## src/rtl/tccg_pkg.sv

```systemverilog
// constants, role encoding and field layout of the tap changer control gate
// assumes magnitudes arrive as unsigned words already scaled alike
package tccg_pkg;
    localparam int unsigned DATA_W = 16;
    localparam int unsigned TAP_W = 6;
    // ------------------------------------------------------------
    // operating roles
    // ------------------------------------------------------------
    typedef enum logic [2:0] {
        TCCG_ROLE_OFF,
        TCCG_ROLE_SINGLE,
        TCCG_ROLE_MINCIRC,
        TCCG_ROLE_MASTER,
        TCCG_ROLE_SLAVE_CMD,
        TCCG_ROLE_SLAVE_TAP
    } tccg_role_t;
    // ------------------------------------------------------------
    // register map (word addresses on the plain port)
    // ------------------------------------------------------------
    localparam logic [3:0] ADDR_ROLE = 4'h0;
    localparam logic [3:0] ADDR_HIGH = 4'h1;
    localparam logic [3:0] ADDR_LOW = 4'h2;
    localparam logic [3:0] ADDR_BLOCK = 4'h3;
    localparam logic [3:0] ADDR_OVLD = 4'h4;
    localparam logic [3:0] ADDR_CORR = 4'h5;
    localparam logic [3:0] ADDR_CTRL = 4'h6;
    localparam logic [3:0] ADDR_STAT = 4'h7;
    localparam logic [3:0] ADDR_IRQ_ST = 4'h8;
    localparam logic [3:0] ADDR_IRQ_MSK = 4'h9;
    // control bits
    localparam int unsigned CTRL_MANUAL_BIT = 0;
    localparam int unsigned CTRL_MRAISE_BIT = 1;
    localparam int unsigned CTRL_MLOWER_BIT = 2;
    // event bits
    localparam int unsigned EV_W = 4;
    localparam int unsigned EV_RAISE = 0;
    localparam int unsigned EV_LOWER = 1;
    localparam int unsigned EV_DEENERG = 2;
    localparam int unsigned EV_OVLD = 3;
    // reset values
    localparam logic [DATA_W-1:0] RST_HIGH = 16'hFFFF;
    localparam logic [DATA_W-1:0] RST_LOW = 16'h0000;
    localparam logic [DATA_W-1:0] RST_BLOCK = 16'h0000;
    localparam logic [DATA_W-1:0] RST_OVLD = 16'hFFFF;
    localparam logic [DATA_W-1:0] RST_CORR = 16'h0000;
endpackage

```

## src/rtl/tccg_top.sv

```systemverilog
// decision logic of an on-load tap changer controller
// assumes tick_i, requests and parallel link inputs are on core_clk_i; pins are synchronised
`timescale 1ns/1ps
module tccg_top #(
    parameter bit HAS_PRIMARY_CT = 1'b1
) (
    input wire logic core_clk_i,
    input wire logic rst_n_i,
    input wire logic tick_i,
    input wire logic [3:0] reg_addr_i,
    input wire logic [15:0] reg_wdata_i,
    input wire logic reg_wr_i,
    input wire logic reg_rd_i,
    output logic [15:0] reg_rdata_o,
    input wire logic [15:0] controlled_side_voltage_i,
    input wire logic [15:0] compensation_current_i,
    input wire logic [15:0] primary_current_max_i,
    input wire logic auto_raise_req_i,
    input wire logic auto_lower_req_i,
    input wire logic manual_request_input_i,
    input wire logic remote_raise_i,
    input wire logic remote_lower_i,
    input wire logic leader_raise_i,
    input wire logic leader_lower_i,
    input wire logic [5:0] leader_tap_i,
    input wire logic [5:0] own_tap_i,
    input wire logic drive_busy_i,
    output logic raise_o,
    output logic lower_o,
    output logic fwd_raise_o,
    output logic fwd_lower_o,
    output logic coop_en_o,
    output logic [15:0] comp_current_o,
    output logic drive_fault_o,
    output logic irq_o
);
    // ------------------------------------------------------------
    // settings registers
    // ------------------------------------------------------------
    tccg_pkg::tccg_role_t role_q;
    logic [15:0] high_q, low_q, blk_q, ovld_q, corr_q;
    logic manual_chan_q, mraise_q, mlower_q;
    logic [3:0] irq_st_q, irq_msk_q;
    logic [15:0] rdata_q;

    wire wr_role = reg_wr_i && (reg_addr_i == tccg_pkg::ADDR_ROLE);
    wire wr_high = reg_wr_i && (reg_addr_i == tccg_pkg::ADDR_HIGH);
    wire wr_low = reg_wr_i && (reg_addr_i == tccg_pkg::ADDR_LOW);
    wire wr_blk = reg_wr_i && (reg_addr_i == tccg_pkg::ADDR_BLOCK);
    wire wr_ovld = reg_wr_i && (reg_addr_i == tccg_pkg::ADDR_OVLD);
    wire wr_corr = reg_wr_i && (reg_addr_i == tccg_pkg::ADDR_CORR);
    wire wr_ctrl = reg_wr_i && (reg_addr_i == tccg_pkg::ADDR_CTRL);
    wire wr_ist = reg_wr_i && (reg_addr_i == tccg_pkg::ADDR_IRQ_ST);
    wire wr_msk = reg_wr_i && (reg_addr_i == tccg_pkg::ADDR_IRQ_MSK);
    wire role_ok = (reg_wdata_i[2:0] <= 3'h5);

    // settings write path; illegal role codes are ignored
    always_ff @(posedge core_clk_i or negedge rst_n_i) begin
        if (!rst_n_i) begin
            role_q <= tccg_pkg::TCCG_ROLE_OFF;
            high_q <= tccg_pkg::RST_HIGH;
            low_q <= tccg_pkg::RST_LOW;
            blk_q <= tccg_pkg::RST_BLOCK;
            ovld_q <= tccg_pkg::RST_OVLD;
            corr_q <= tccg_pkg::RST_CORR;
        end else begin
            if (wr_role && role_ok) role_q <= tccg_pkg::tccg_role_t'(reg_wdata_i[2:0]);
            if (wr_high) high_q <= reg_wdata_i;
            if (wr_low) low_q <= reg_wdata_i;
            if (wr_blk) blk_q <= reg_wdata_i;
            if (wr_ovld) ovld_q <= reg_wdata_i;
            if (wr_corr) corr_q <= reg_wdata_i;
        end
    end

    // ------------------------------------------------------------
    // auto/manual channel
    // ------------------------------------------------------------
    // auto select gate
    wire chan_auto_ok = !reg_wdata_i[tccg_pkg::CTRL_MANUAL_BIT] && !manual_request_input_i;
    wire chan_manual_d = reg_wdata_i[tccg_pkg::CTRL_MANUAL_BIT] ? 1'b1 :
                         (chan_auto_ok ? 1'b0 : manual_chan_q);

    // channel write; manual raise/lower are one-shot software commands
    always_ff @(posedge core_clk_i or negedge rst_n_i) begin
        if (!rst_n_i) begin
            manual_chan_q <= 1'b1;
            mraise_q <= 1'b0;
            mlower_q <= 1'b0;
        end else begin
            if (wr_ctrl) manual_chan_q <= chan_manual_d;
            mraise_q <= wr_ctrl && reg_wdata_i[tccg_pkg::CTRL_MRAISE_BIT];
            mlower_q <= wr_ctrl && reg_wdata_i[tccg_pkg::CTRL_MLOWER_BIT];
        end
    end

    wire manual_mode = manual_chan_q || manual_request_input_i;

    // ------------------------------------------------------------
    // limit checks, evaluated on each tick
    // ------------------------------------------------------------
    // correction before compare
    wire [16:0] ucorr_sum = {1'b0, controlled_side_voltage_i} + {corr_q[15], corr_q};
    // a negative correction that underflows leaves the top bit set
    wire corr_neg = corr_q[15] && ucorr_sum[16];
    wire corr_ovf = !corr_q[15] && ucorr_sum[16];
    wire [15:0] ucorr = corr_neg ? 16'h0000 : (corr_ovf ? 16'hFFFF : ucorr_sum[15:0]);

    logic too_high_q, too_low_q, deenerg_q, ovld_hit_q;
    always_ff @(posedge core_clk_i or negedge rst_n_i) begin
        if (!rst_n_i) begin
            too_high_q <= 1'b1;
            too_low_q <= 1'b1;
            deenerg_q <= 1'b1;
            // without the primary current option this block never asserts
            ovld_hit_q <= HAS_PRIMARY_CT;
        end else if (tick_i) begin
            too_high_q <= (ucorr > high_q);
            too_low_q <= (ucorr < low_q);
            deenerg_q <= (ucorr < blk_q);
            ovld_hit_q <= HAS_PRIMARY_CT && (primary_current_max_i > ovld_q);
        end
    end

    // ------------------------------------------------------------
    // role selection of the raise/lower source
    // ------------------------------------------------------------
    logic src_raise, src_lower, src_coop, src_fwd;
    wire tap_lo = (own_tap_i < leader_tap_i);
    wire tap_hi = (own_tap_i > leader_tap_i);
    always_comb begin
        src_raise = 1'b0;
        src_lower = 1'b0;
        src_coop = 1'b0;
        src_fwd = 1'b0;
        case (role_q)
            tccg_pkg::TCCG_ROLE_OFF: begin
            end
            tccg_pkg::TCCG_ROLE_SINGLE: begin
                src_raise = auto_raise_req_i;
                src_lower = auto_lower_req_i;
            end
            tccg_pkg::TCCG_ROLE_MINCIRC: begin
                src_raise = auto_raise_req_i;
                src_lower = auto_lower_req_i;
                src_coop = 1'b1;
            end
            tccg_pkg::TCCG_ROLE_MASTER: begin
                src_raise = auto_raise_req_i;
                src_lower = auto_lower_req_i;
                src_coop = 1'b1;
                src_fwd = 1'b1;
            end
            tccg_pkg::TCCG_ROLE_SLAVE_CMD: begin
                src_raise = leader_raise_i;
                src_lower = leader_lower_i;
                src_coop = 1'b1;
            end
            tccg_pkg::TCCG_ROLE_SLAVE_TAP: begin
                src_raise = tap_lo;
                src_lower = tap_hi;
                src_coop = 1'b1;
            end
            default: begin
            end
        endcase
    end

    // ------------------------------------------------------------
    // permissions
    // ------------------------------------------------------------
    wire role_on = (role_q != tccg_pkg::TCCG_ROLE_OFF);
    wire auto_ok = role_on && !manual_mode && !deenerg_q && !ovld_hit_q;
    wire a_raise = auto_ok && !too_high_q && src_raise && !src_lower;
    wire a_lower = auto_ok && !too_low_q && src_lower && !src_raise;
    wire man_ok = role_on && manual_mode && !ovld_hit_q;
    wire m_raise_req = remote_raise_i || mraise_q;
    wire m_lower_req = remote_lower_i || mlower_q;
    wire m_raise = man_ok && m_raise_req && !m_lower_req;
    wire m_lower = man_ok && m_lower_req && !m_raise_req;
    wire coop_d = role_on && src_coop && (manual_mode || !deenerg_q);

    // ------------------------------------------------------------
    // command supervisor: sole driver of tap commands
    // ------------------------------------------------------------
    logic raise_q, lower_q, fwd_r_q, fwd_l_q, coop_q, fault_q;
    logic [15:0] comp_q;
    wire want_r = a_raise || m_raise;
    wire want_l = a_lower || m_lower;
    wire issue_r = want_r && !drive_busy_i;
    wire issue_l = want_l && !drive_busy_i;
    // drive busy while no command is pending or registered flags a fault, also during a normal step
    wire fault_d = drive_busy_i && !raise_q && !lower_q && !want_r && !want_l;

    always_ff @(posedge core_clk_i or negedge rst_n_i) begin
        if (!rst_n_i) begin
            raise_q <= 1'b0;
            lower_q <= 1'b0;
            fwd_r_q <= 1'b0;
            fwd_l_q <= 1'b0;
            coop_q <= 1'b0;
            fault_q <= 1'b0;
            comp_q <= 16'h0000;
        end else begin
            raise_q <= issue_r;
            lower_q <= issue_l;
            fwd_r_q <= issue_r && src_fwd && !manual_mode;
            fwd_l_q <= issue_l && src_fwd && !manual_mode;
            coop_q <= coop_d;
            fault_q <= fault_d;
            comp_q <= compensation_current_i;
        end
    end

    assign raise_o = raise_q;
    assign lower_o = lower_q;
    assign fwd_raise_o = fwd_r_q;
    assign fwd_lower_o = fwd_l_q;
    assign coop_en_o = coop_q;
    assign comp_current_o = comp_q;
    assign drive_fault_o = fault_q;

    // ------------------------------------------------------------
    // interrupts: sticky status, set wins over clear
    // ------------------------------------------------------------
    wire [3:0] ev = {ovld_hit_q, deenerg_q, lower_q, raise_q};
    wire [3:0] clr = wr_ist ? reg_wdata_i[3:0] : 4'h0;
    always_ff @(posedge core_clk_i or negedge rst_n_i) begin
        if (!rst_n_i) begin
            irq_st_q <= 4'h0;
            irq_msk_q <= 4'h0;
        end else begin
            irq_st_q <= (irq_st_q & ~clr) | ev;
            if (wr_msk) irq_msk_q <= reg_wdata_i[3:0];
        end
    end
    assign irq_o = |(irq_st_q & irq_msk_q);

    // ------------------------------------------------------------
    // read path, data valid one cycle after strobe only
    // ------------------------------------------------------------
    wire [15:0] stat_w = {8'h00, fault_q, coop_q, manual_mode, ovld_hit_q,
                          deenerg_q, too_low_q, too_high_q, 1'b0};
    logic [15:0] rmux;
    always_comb begin
        case (reg_addr_i)
            tccg_pkg::ADDR_ROLE: rmux = {13'h0000, role_q};
            tccg_pkg::ADDR_HIGH: rmux = high_q;
            tccg_pkg::ADDR_LOW: rmux = low_q;
            tccg_pkg::ADDR_BLOCK: rmux = blk_q;
            tccg_pkg::ADDR_OVLD: rmux = ovld_q;
            tccg_pkg::ADDR_CORR: rmux = corr_q;
            tccg_pkg::ADDR_CTRL: rmux = {15'h0000, manual_chan_q};
            tccg_pkg::ADDR_STAT: rmux = stat_w;
            tccg_pkg::ADDR_IRQ_ST: rmux = {12'h000, irq_st_q};
            tccg_pkg::ADDR_IRQ_MSK: rmux = {12'h000, irq_msk_q};
            default: rmux = 16'h0000;
        endcase
    end
    always_ff @(posedge core_clk_i or negedge rst_n_i) begin
        if (!rst_n_i) rdata_q <= 16'h0000;
        else rdata_q <= reg_rd_i ? rmux : 16'h0000;
    end
    assign reg_rdata_o = rdata_q;
endmodule

```

## config.mk

```make
export PLATFORM = sky130hd
export DESIGN_NAME = tccg_top
export DESIGN_NICKNAME = d
export VERILOG_FILES = /design/src/rtl/tccg_pkg.sv /design/src/rtl/tccg_top.sv
export SDC_FILE = /design/constraint.sdc
export NUM_CORES = 1
export LEC_CHECK = 0
export BUFFER_PORTS_ARGS = -buffer_cell sky130_fd_sc_hd__buf_2
export CAP_MARGIN = 20
export CORE_ASPECT_RATIO = 0.6
export CORE_UTILIZATION = 40
export DETAILED_ROUTE_END_ITERATION = 8
export PLACE_DENSITY = 0.56
export RECOVER_POWER = 100
export SETUP_SLACK_MARGIN = 0.15
export SYNTH_ARGS = -nofsm -noshare
export SYNTH_HDL_FRONTEND = slang
export SYNTH_SLANG_ARGS = --single-unit
```

## constraint.sdc

```tcl
create_clock -name core_clk_i -period 6.45 [get_ports core_clk_i]
set_input_delay 0.3225 -clock core_clk_i [delete_from_list [all_inputs] [get_ports core_clk_i]]
set_output_delay 0.3225 -clock core_clk_i [all_outputs]
set_load 0.01 [all_outputs]
```

==> summary.txt, run 1 <==
Yosys
  – Top cells by area, synth: dfrtp_1, ha_1, dfstp_2
  – Number of flops mapped to enable cells by yosys: 0
  – Synthesized area per cell: 10.5 µm²
  – Synth Net Count: between 900 and 1000
  – Seq/Total Area, Yosys: 42.8%
  – Share of the synthesized area in the top cell type: between 30% and 40%
  – Count of different cell masters after synthesis: 62
  – Main flop type after synthesis: dfrtp_1
  – Most numerous cell in the Yosys netlist: dfrtp_1
  – Post-synth top cells: dfrtp_1, mux2_2, ha_1
  – Register bit total from synthesis: 136
  – Async SR Flop Fraction: 100%
  – Cell taking the most area after synthesis: dfrtp_1
  – Cells after Synth: roughly 770
  – Synth warn: 0
  – Cell area after synthesis: 8070 µm²

Routing
  – Antenna-violating nets left: 0
  – Wl on met1: 13400 µm
  – Pre-Repair DR Iteration Count: 7
  – Via count: about 6500
  – Top Layer Used: met5
  – DRT iter0 DRCs: between 500 and 600
  – Final wirelength: 24200 µm
  – Detailed-route DRC error count: 0
  – Wirelength per Cell: 20.3 µm
  – WL met2: ~8500 µm
  – WL met3: 2050 µm
  – DR vias/cell: between 5 and 6

Setup path
  – R2r setup slk: approximately 1.6 ns
  – Startpoint types: flop
  – CP max FO: 13
  – R2r startpoint: corr_q[0]
  – CP Launch Point: corr_q[0]
  – Crit Path Class: flop to flop
  – FF-to-FF path depth: 17
  – Worst endpoint required time: about 7 ns
  – Worst Setup End Kind: flop
  – Reg-to-reg endpoint: too_high_q
  – Worst EP arrival: roughly 5.2 ns

Clock network
  – CTS sink count: 136
  – Root buf cell: clkbuf_16
  – Clock tree from TritonCTS: yes
  – Skew-Pair Late Insertion Delay: around 0.42 ns
  – H-tree levels: 4
  – Clock Path Buffers: 2
  – Setup Buffers After CTS: 0
  – CTS Hold Buffers Added: 17
  – Total CTS buffers: 17
  – Post-cts sizing count: 0
  – Clk slew on worst S/H paths: approximately 0.060 ns

STA
  – Fin Setup TNS: 0 ns
  – Fin. Hold Viols: 0
  – Setup ws final: about 1.6 ns
  – Final min period: slightly below 5 ns
  – Hold WS: just over 0.1 ns
  – Setup-failing EPs final: 0
  – Worst-Margin Slew: 3.47 ns
  – Final period utilization: ~75%
  – Fmax achieved: approximately 0.21 GHz
  – Clk_skew: 0.00837 ns
  – Slew HR: -131%
  – Final-report max-slew violation count: 65
  – RSZ-0062 raised after global routing: no

Worst hold path
  – Hold crit path type: primary input to flop
  – Hold EP: lower_o
  – Worst hold path stage count: 2
  – Hold Path Origin: drive_busy_i

Finish
  – Layout cells sized above 1: between 20% and 30%
  – N_diodes: 0
  – Post-route cell area: slightly below 10000 µm²
  – Layout Nets: 1088
  – Syn-to-layout area delta: 20.4%

Power and ir drop
  – Leakage power: about 4.5 nW
  – Pwr per Cell Area: around 370 nW/µm²
  – Worst vdd ir: roughly 0.00016 V

Placed design
  – Placer Congestion: roughly 0.9
  – PortBufs: approximately 130
  – Area after DPL: 8990 µm²
  – Pre-CTS WS: roughly 2.0 ns
  – DP Wirelength: between 15000 and 20000 µm

Floorplan
  – Rows: 39
  – Die W: around 190 µm
  – IO Count: 132
  – Die span in y: around 110 µm
  – Total core area: approximately 19000 µm²
  – DIE AREA: around 21000 µm²
  – Initial core utilization: 41.6%

Outcome
  – Status: finished, violations left
  – Failing checks: max-capacitance violations, max-slew violations

GRT
  – Tot GR Track Use: between 20 and 25%
  – First-pass GRT wire length: roughly 37000 µm
  – Number of global-route vias before repair: between 6000 and 7000
  – Grt ovf: 0
  – Antenna violations before repair: 2
  – Largest net degree at the start of global routing: 74

Run
  – Maxcap violations: 1
==> how the worst max path moves through the flow <==
stage / slack (ns) / depth (start not counted) / endpoint
floorplan: 2.36 / 18 / too_high_q
global placement: 2.06 / 18 / too_high_q
detailed placement: 1.96 / 18 / too_high_q
CTS: 1.98 / 17 / too_high_q
global route: 1.37 / 17 / too_high_q
finish: 1.63 / 17 / too_high_q
==> critical path, stage by stage (launching register included) <==
cell,delay (ns)
dfrtp_1,0.40
ha_1,0.23
fa_1,0.42
a211oi_1,0.34
o21a_1,0.25
o21ai_4,0.09
a21oi_1,0.43
and2_0,0.55
o21ai_0,0.33
ha_1,0.38
nand4_1,0.08
or3_1,0.42
nor2_1,0.15
nand4_1,0.12
o21ai_0,0.10
maj3_1,0.20
o21ai_1,0.06
a31o_1,0.21
==> per-stage QoR <==
step / utilization [%] / instances / power, mW
6_report: 50.1 / 1191 / 3.55
5_1_grt: 50.1 / 1191 / 3.78
4_1_cts: 50.5 / 1191 / 3.55
3_5_place_dp: 46.4 / 1142 / 2.48
3_3_place_gp: 46.4 / 1142 / 2.50
2_1_floorplan: - / 767 / 2.06
==> cells in the final DEF (no fill, tap or decap), types with 5 or more instances in the layout <==
master	n
o21ai_1	5
and3_1	5
dlygate4sd3_1	17
o21ai_0	30
clkinv_4	5
a21oi_1	54
a21o_1	22
a31oi_1	5
o21a_1	9
inv_1	73
nor2b_1	19
buf_2	89
ha_1	82
clkbuf_16	17
a222oi_1	17
mux2_2	84
nand2_1	34
nand4_1	13
clkbuf_1	46
dfrtp_1	99
a22oi_1	17
nor2_1	40
xor2_1	9
nand2b_1	7
nor3_1	13
dfstp_2	36
==> registers in the layout, summed over array words and instances, names as in the netlist, 16 cells and up <==
| name | flops |
|---|---|
| ovld_q | 16 |
| reg_rdata_o | 16 |
| comp_current_o | 16 |
| low_q | 16 |
| high_q | 16 |
| corr_q | 16 |
| blk_q | 16 |
==> area by class of cell <==
class,count,area [µm²]
timing repair buffer,152,792
inverter,73,274
tap,266,333
fill,1825,9660
clock inverter,14,199
multi-input combinational,532,4240
clock buffer,18,429
sequential,136,3450
==> logic make-up after synthesis <==
group | Yosys count | share of synthesized area, %
compound gates | 193 | 16.2
simple gates | 154 | 9.59
flops | 136 | 42.8
buf+inv | 99 | 4.64
fa+ha+maj | 89 | 13.8
mux | 84 | 11.7
xor+xnor | 12 | 1.30
==> per-layer routing <==
metal	track usage, %	vias up
li1	-	3084
met1	42.0	3115
met2	28.0	270
met3	6.77	17
met4	5.18	2
met5	0	-
==> report_power, final <==
group | internal (mW) | switching [mW] | leakage [nW]
logic | 0.569 | 0.679 | 2.55
clock network | 0.651 | 0.391 | 0.305
registers | 1.06 | 0.202 | 1.62
total | 2.28 | 1.27 | 4.47
No activity file was read; power rests on OpenSTA's default activity.
==> run 2, diff against run 1 <==
clock period = 4.79 ns   (was 6.45 ns; I/O delays follow)
==> run 2 against run 1 <==
Net effect:
- the flow still finishes with violations (max-capacitance violations, max-slew violations)
- non-clock buffer count grew 2
- maximum frequency grew 13%
- first-iteration DRC count is 22% higher
- global-route usage is 0.41 points higher
- routed wire length up 1.6%
- clock power rose by 31%
- sequential share of layout area did not move
- flip-flop and latch count unchanged
- sequential power rose by 36%
==> summary.txt, run 2 (synthesis gave the netlist of run 1 again) <==
Placed design
  – DP Wirelength: 18400 µm (was 18200 µm)
  – Placer Congestion: 0.916 (was 0.903)
  – Pre-CTS WS: 0.285 ns (was 1.96 ns)
  – Cell count after placement: 1143 (was 1142)
  – PortBufs: 131 (unchanged)
  – Area after DPL: 9000 µm² (was 8990 µm²)

GRT
  – First-pass GRT wire length: 37500 µm (was 37000 µm)
  – Grt ovf: 0 (unchanged)
  – Tot GR Track Use: 24.8% (was 24.4%)
  – Antenna violations before repair: 0 (was 2)
  – Largest net degree at the start of global routing: 91 (was 74)
  – Number of global-route vias before repair: 6205 (was 6190)

Setup path
  – Worst Setup End Kind: flop (unchanged)
  – CP max FO: 13 (unchanged)
  – CP peak stage delay: 0.45 ns (was 0.55 ns)
  – Worst endpoint required time: 5.15 ns (was 6.81 ns)
  – Startpoint types: flop (unchanged)
  – Reg-to-reg endpoint: too_high_q (unchanged)
  – Critical path depth: 17 (unchanged)
  – R2r setup slk: 0.52 ns (was 1.63 ns)
  – FF-to-FF path depth: 17 (unchanged)
  – Slowest cell on the critical path: fa_1 (was and2_0)
  – CP delay by family, top: compound AO/OA/AOI/OAI gates (unchanged)
  – Crit Path Class: flop to flop (unchanged)
  – WP buf/inv: 0 (unchanged)
  – R2r startpoint: corr_q[0] (unchanged)
  – Worst path cell trace: ha_1, fa_1, a211oi_2, o21a_1, o21ai_4, a21oi_2, and2_4, o21ai_0, ha_1, nand4_1, or3_1, nor2_1, nand4_1, o21ai_0, maj3_2, o21ai_1, a31o_1 (was ha_1, fa_1, a211oi_1, o21a_1, o21ai_4, a21oi_1, and2_0, o21ai_0, ha_1, nand4_1, or3_1, nor2_1, nand4_1, o21ai_0, maj3_1, o21ai_1, a31o_1)
  – Worst EP arrival: 4.63 ns (was 5.18 ns)

Finish
  – Syn-to-layout area delta: 20.4% (unchanged)
  – Post-route cell area: 9710 µm² (unchanged)
  – Most common cell after layout, fill and taps aside: dfrtp_1 (unchanged)
  – Layout Nets: 1090 (was 1088)
  – Reg area: 3450 µm² (unchanged)
  – N_diodes: 0 (unchanged)
  – Layout fillers: 1842 (was 1825)
  – Layout cells sized above 1: 27.4% (was 27.0%)
  – Final core occ: 50.1% (unchanged)
  – Most frequent cells in the layout: dfrtp_1, buf_2, mux2_2, ha_1, inv_1 (unchanged)
  – Non-Filler Instances: 1193 (was 1191)
  – Area of the multi-input gates: 4260 µm² (was 4240 µm²)

Power and ir drop
  – Share of total power in the clock network: 28.6% (was 29.3%)
  – Leakage power: 4.47 nW (about the same)
  – Switch Pwr: 1.72 mW (was 1.27 mW)
  – Worst vdd ir: 0.000303 V (was 0.000157 V)
  – Pwr Total: 4.76 mW (was 3.55 mW)
  – Cell Int Power: 3.03 mW (was 2.28 mW)
  – Switching part of the total power: 36.2% (was 35.8%)
  – Comb power frac: 35.5% (was 35.1%)
  – Reg power frac: 35.9% (was 35.6%)
  – Pwr per Cell Area: 490 nW/µm² (was 366 nW/µm²)

Clock network
  – Clock Path Buffers: 2 (unchanged)
  – H-tree levels: 4 (unchanged)
  – Skew-Pair Late Insertion Delay: 0.43 ns (was 0.42 ns)
  – Clk slew on worst S/H paths: 0.06 ns (about the same)
  – Total CTS buffers: 17 (unchanged)
  – Clock tree from TritonCTS: yes (unchanged)
  – CTS sink count: 136 (unchanged)
  – Root buf cell: clkbuf_16 (unchanged)

Worst hold path
  – Hold Path Origin: reg_wdata_i[10] (was drive_busy_i)
  – Hold EP: blk_q[10] (was lower_o)
  – Hold crit path type: primary input to flop (unchanged)
  – Worst hold path stage count: 2 (unchanged)

Routing
  – Detailed-route DRC error count: 0 (unchanged)
  – DRT iter0 DRCs: 625 (was 514)
  – Antenna-violating nets left: 0 (unchanged)
  – Pre-Repair DR Iteration Count: 6 (was 7)
  – Wirelength per Cell: 20.6 µm (was 20.3 µm)
  – DR vias/cell: 5.49 (was 5.45)
  – Via count: 6551 (was 6488)
  – Final wirelength: 24600 µm (was 24200 µm)

Floorplan
  – IO Count: 132 (unchanged)
  – Total core area: 19400 µm² (unchanged)
  – Die span in y: 112 µm (unchanged)
  – Rows: 39 (unchanged)
  – Initial core utilization: 41.6% (unchanged)
  – Die W: 185 µm (unchanged)
  – DIE AREA: 20800 µm² (unchanged)

STA
  – Slew HR: -49.9% (was -131%)
  – Final-report max-slew violation count: 91 (was 65)
  – Fin. Hold Viols: 0 (unchanged)
  – Fmax achieved: 0.234 GHz (was 0.208 GHz)
  – Setup-failing EPs final: 0 (unchanged)
  – RSZ-0062 raised after global routing: no (unchanged)
  – Worst-Margin Slew: 2.25 ns (was 3.47 ns)
  – Clk_skew: 0.00639 ns (was 0.00837 ns)
  – Final min period: 4.27 ns (was 4.82 ns)
  – Hold WS: 0.117 ns (was 0.101 ns)
  – Setup ws final: 0.519 ns (was 1.63 ns)
  – Final period utilization: 89.2% (was 74.7%)
  – Fin Setup TNS: 0 ns (unchanged)

Run
  – Maxcap violations: 1 (unchanged)

Outcome
  – Failing checks: max-capacitance violations, max-slew violations (unchanged)
  – Status: finished, violations left (unchanged)
run 2: cell types whose count changed in the layout (fill, tap and decap cells not counted), sizes merged:
| cell | previous run | this run |
|---|---|---|
| clkinv | 7 | 5 |
| buf | 90 | 89 |
| clkbuf | 63 | 68 |
| bufinv | 4 | 3 |
| dlygate4sd3 | 17 | 18 |
run 2: worst max path at each step:
| stage | startpoint | endpoint | slack, ns |
|---|---|---|---|
| after floorplan | corr_q[0] | too_high_q | 0.70 |
| after global placement | corr_q[0] | too_high_q | 0.36 |
| after detailed placement | corr_q[0] | too_high_q | 0.28 |
| after CTS | corr_q[0] | too_high_q | 0.27 |
| after global routing | corr_q[0] | too_high_q | 0.16 |
| final | corr_q[0] | too_high_q | 0.52 |
run 2: layout make-up:
type,count,area share [%]
Clock inverter,11,1.52
Sequential cell,136,35.5
Clock buffer,21,4.64
Inverter,73,2.82
Multi-Input combinational cell,532,43.8
Timing Repair Buffer,154,8.28
Tap cell,266,3.43
run 2: worst register-to-register path, delay by kind of cell (launching register included):
kind	cells	cell delay, ns
fa+ha+maj	4	1.26
simple gates	5	1.05
compound gates	8	1.48
flops	1	0.40
run 2: layer usage:
layer / vias up / global-route usage (%) / part of all wire, %
li1: 3093 / - / -
met1: 3180 / 43.6 / 55
met2: 260 / 27.8 / 34
met3: 18 / 6.77 / 9.6
met4: 0 / 4.68 / 0.77
met5: - / 0 / 0
run 2: what timing repair did:
action	4_1_cts	5_1_grt
gates resized for setup	0	5
hold buffers	18	0
setup endpoints to repair	0	3
endpoints found under the hold margin	87	0
setup buffers	0	0
run 2: power by group through the flow:
stage,clock (mW),combinational [mW],sequential (mW)
6_report,1.36,1.69,1.71
5_1_grt,1.42,1.92,1.73
4_1_cts,1.37,1.67,1.69
3_5_place_dp,0,1.64,1.71
3_3_place_gp,0,1.66,1.70
2_1_floorplan,0,1.20,1.57
==> run 3, diff against run 2 <==
ABC_AREA = 1   (was default)
==> run 3 against run 2 <==
Net effect:
- the run still ends with max-capacitance violations, max-slew violations left
- via count increased by 11%
- die area decreased by 1.2%
- flip-flop and latch count unchanged
- global-route usage increased by 0.80 points
- power decreased by 5.0%
- count of clock-buffer cells in the layout decreased by 4
- first-iteration DRC count decreased by 1.1%
- non-clock buffer count increased by 1
- maximum frequency increased by 14%
- utilization decreased by 0.35 points
- critical path depth increased by 2
- design area decreased by 1.2%
- critical path type unchanged
- largest cell class unchanged
==> summary.txt, run 3 <==
GRT
  – Largest net degree at the start of global routing: 95 (was 91)
  – First-pass GRT wire length: 38700 µm (was 37500 µm)
  – Antenna violations before repair: 0 (unchanged)
  – Grt ovf: 0 (unchanged)
  – Number of global-route vias before repair: 6737 (was 6205)
  – Tot GR Track Use: 25.6% (was 24.8%)

Finish
  – N_diodes: 0 (unchanged)
  – Most common cell after layout, fill and taps aside: nand2_1 (was dfrtp_1)
  – Most frequent cells in the layout: nand2_1, inv_1, o21ai_0, dfrtp_1, buf_2 (was dfrtp_1, buf_2, mux2_2, ha_1, inv_1)
  – Layout fillers: 1964 (was 1842)
  – Layout cells sized above 1: 14.7% (was 27.4%)
  – Layout Nets: 1306 (was 1090)
  – Syn-to-layout area delta: 20.4% (about the same)
  – Final core occ: 49.8% (was 50.1%)

Clock network
  – Setup Buffers After CTS: 0 (unchanged)
  – CTS sink count: 136 (unchanged)
  – Skew-Pair Late Insertion Delay: 0.43 ns (about the same)
  – Total CTS buffers: 17 (unchanged)
  – H-tree levels: 4 (unchanged)
  – Clk slew on worst S/H paths: 0.06 ns (about the same)
  – Clock Path Buffers: 2 (unchanged)
  – Root buf cell: clkbuf_16 (unchanged)
  – Clock tree from TritonCTS: yes (unchanged)
  – Post-cts sizing count: 0 (unchanged)

Worst hold path
  – Hold crit path type: primary input to flop (unchanged)
  – Hold EP: raise_o (was blk_q[10])
  – Hold Path Origin: drive_busy_i (was reg_wdata_i[10])
  – Worst hold path stage count: 2 (unchanged)

Floorplan
  – Rows: 39 (unchanged)
  – IO Count: 132 (unchanged)
  – DIE AREA: 20500 µm² (was 20800 µm²)
  – Total core area: 19300 µm² (was 19400 µm²)
  – Initial core utilization: 41.4% (was 41.6%)
  – Die W: 184 µm (was 185 µm)
  – Die span in y: 111 µm (was 112 µm)

STA
  – Setup ws final: 1.05 ns (was 0.519 ns)
  – Fin. Hold Viols: 0 (unchanged)
  – Fin Setup TNS: 0 ns (unchanged)
  – Worst-Margin Slew: 2.37 ns (was 2.25 ns)
  – Fmax achieved: 0.268 GHz (was 0.234 GHz)
  – Final-report max-slew violation count: 95 (was 91)
  – Final period utilization: 78.0% (was 89.2%)
  – Clk_skew: 0.00714 ns (was 0.00639 ns)
  – Hold WS: 0.0320 ns (was 0.117 ns)
  – Final min period: 3.74 ns (was 4.27 ns)
  – RSZ-0062 raised after global routing: no (unchanged)
  – Slew HR: -57.7% (was -49.9%)
  – Setup-failing EPs final: 0 (unchanged)

Power and ir drop
  – Pwr per Cell Area: 471 nW/µm² (was 490 nW/µm²)
  – Leakage power: 4.73 nW (was 4.47 nW)
  – Worst vdd ir: 0.000265 V (was 0.000303 V)

Yosys
  – Post-synth top cells: nand2_1, inv_1, o21ai_0 (was dfrtp_1, mux2_2, ha_1)
  – Share of the synthesized area in the top cell type: 31.1% (was 30.7%)
  – Cell taking the most area after synthesis: dfrtp_1 (unchanged)
  – Async SR Flop Fraction: 100% (unchanged)
  – Top cells by area, synth: dfrtp_1, ha_1, dfstp_2 (unchanged)
  – Count of different cell masters after synthesis: 43 (was 62)
  – Seq/Total Area, Yosys: 43.3% (was 42.8%)
  – Synth warn: 0 (unchanged)
  – Number of flops mapped to enable cells by yosys: 0 (unchanged)
  – Most numerous cell in the Yosys netlist: nand2_1 (was dfrtp_1)
  – Synth Net Count: 1155 (was 943)
  – Cells after Synth: 979 (was 767)
  – Register bit total from synthesis: 136 (unchanged)
  – Main flop type after synthesis: dfrtp_1 (unchanged)
  – Synthesized area per cell: 8.14 µm² (was 10.5 µm²)
  – Cell area after synthesis: 7970 µm² (was 8070 µm²)

Setup path
  – FF-to-FF path depth: 19 (was 17)
  – R2r setup slk: 1.05 ns (was 0.52 ns)
  – Worst EP arrival: 4.11 ns (was 4.63 ns)
  – CP max FO: 20 (was 13)
  – R2r startpoint: corr_q[0] (unchanged)
  – Worst Setup End Kind: flop (unchanged)
  – Worst path cell trace: ha_1, fa_1, nand2_1, nand2_1, nand3_1, nand2_1, nand2_1, nand2_1, nand2_1, nand2_1, o21ai_0, ha_1, a21oi_1, nor2_1, a211oi_1, o21ai_0, a21oi_1, nand2_1, nand2_1 (was ha_1, fa_1, a211oi_2, o21a_1, o21ai_4, a21oi_2, and2_4, o21ai_0, ha_1, nand4_1, or3_1, nor2_1, nand4_1, o21ai_0, maj3_2, o21ai_1, a31o_1)
  – Worst endpoint required time: 5.16 ns (was 5.15 ns)
  – Crit Path Class: flop to flop (unchanged)
  – Reg-to-reg endpoint: deenerg_q (was too_high_q)
  – CP peak stage delay: 0.40 ns (was 0.45 ns)
  – Slowest cell on the critical path: dfrtp_1 (was fa_1)
  – CP most frequent cell: nand2_1
  – Startpoint types: flop (unchanged)

Placed design
  – PortBufs: 131 (unchanged)
  – Pre-CTS WS: 1.30 ns (was 0.285 ns)
  – Placer Congestion: 0.910 (was 0.916)
  – DP Wirelength: 18900 µm (was 18400 µm)

Outcome
  – Failing checks: max-capacitance violations, max-slew violations (unchanged)
  – Status: finished, violations left (unchanged)

Routing
  – Wirelength per Cell: 17.7 µm (was 20.6 µm)
  – Via count: 7241 (was 6551)
  – DRT iter0 DRCs: 618 (was 625)
  – Pre-Repair DR Iteration Count: 5 (was 6)
  – DR vias/cell: 5.14 (was 5.49)
  – Final wirelength: 24900 µm (was 24600 µm)
  – Antenna-violating nets left: 0 (unchanged)
  – Detailed-route DRC error count: 0 (unchanged)

Run
  – Maxcap violations: 1 (unchanged)
[run 3: cell count changes after synthesis, moves of 18 or more]
cell and delta:
inv_1 +74, nand2_1 +204, a21o_1 -21, o21ai_0 +88
nor2b_1 -19, mux2_2 -84, nand3_1 +21, o22ai_1 +18
[run 3: how the worst max path moves through the flow]
stage / startpoint / slack (ns) / to / cells past startpoint
after floorplan: corr_q[0] / 1.75 / too_high_q / 20
after global placement: corr_q[0] / 1.37 / too_low_q / 19
after detailed placement: corr_q[0] / 1.30 / too_low_q / 19
after CTS: corr_q[0] / 1.26 / too_low_q / 19
after global routing: corr_q[0] / 0.62 / too_high_q / 22
final: corr_q[0] / 1.05 / deenerg_q / 19
[run 3: timing repair]
item	4_1_cts	5_1_grt
endpoints found under the setup margin	0	0
hold buffers	18	0
endpoints found under the hold margin	88	0
[run 3: cells by family (layout without fill, tap and decap cells)]
logic type	after synthesis	count (layout)	share of synthesized area, %
and+or+nand+nor	342	342	17.5
AOI/OAI and AO/OA	234	234	16.5
buffers and inverters	172	336	8.21
DFF	136	136	43.3
adders and majority gates	83	83	13.1
xor gates and xnor gates	12	12	1.32
[run 3: metrics by stage]
stage                     std cells  total power, mW  area [µm²]
after detailed placement       1358             3.14        8910
final                          1409             4.52        9600
after global placement         1358             3.12        8910
after CTS                      1408             4.51        9680
after global routing           1409             4.86        9600
after floorplan                 979             2.64        7970
[run 3: critical path: cells and delay by family, from the launching register on]
family	cells	cell delay (ns)
adder cells (fa/ha/maj)	3	0.95
AND/OR/NAND/NOR	11	1.23
flip-flops	1	0.40
AO/OA/AOI/OAI	5	1.09
[run 3: final cells by class]
type	instances	area, µm²	area share [%]
clock buffer	17	425	4.43
clock inverter	15	165	1.72
inverter	149	559	5.83
multi-input combinational	671	3860	40.2
sequential	136	3450	35.9
tap	266	333	3.47
timing repair buffer	155	810	8.43
[run 3: routing by layer]
layer  up-vias  part of all wire (%)  global-route usage [%]
met2       308                    33                    29.4
li1       3555                     -                       -
met1      3372                    55                    43.2
met3         6                    11                    9.03
met4         0                  0.56                    4.94
met5         -                     0                       0
[run 3: report_power, final]
part           total, mW  switching, mW  internal, mW
combinational       1.58          0.977         0.606
clock               1.34          0.564         0.777
sequential          1.59          0.194          1.40
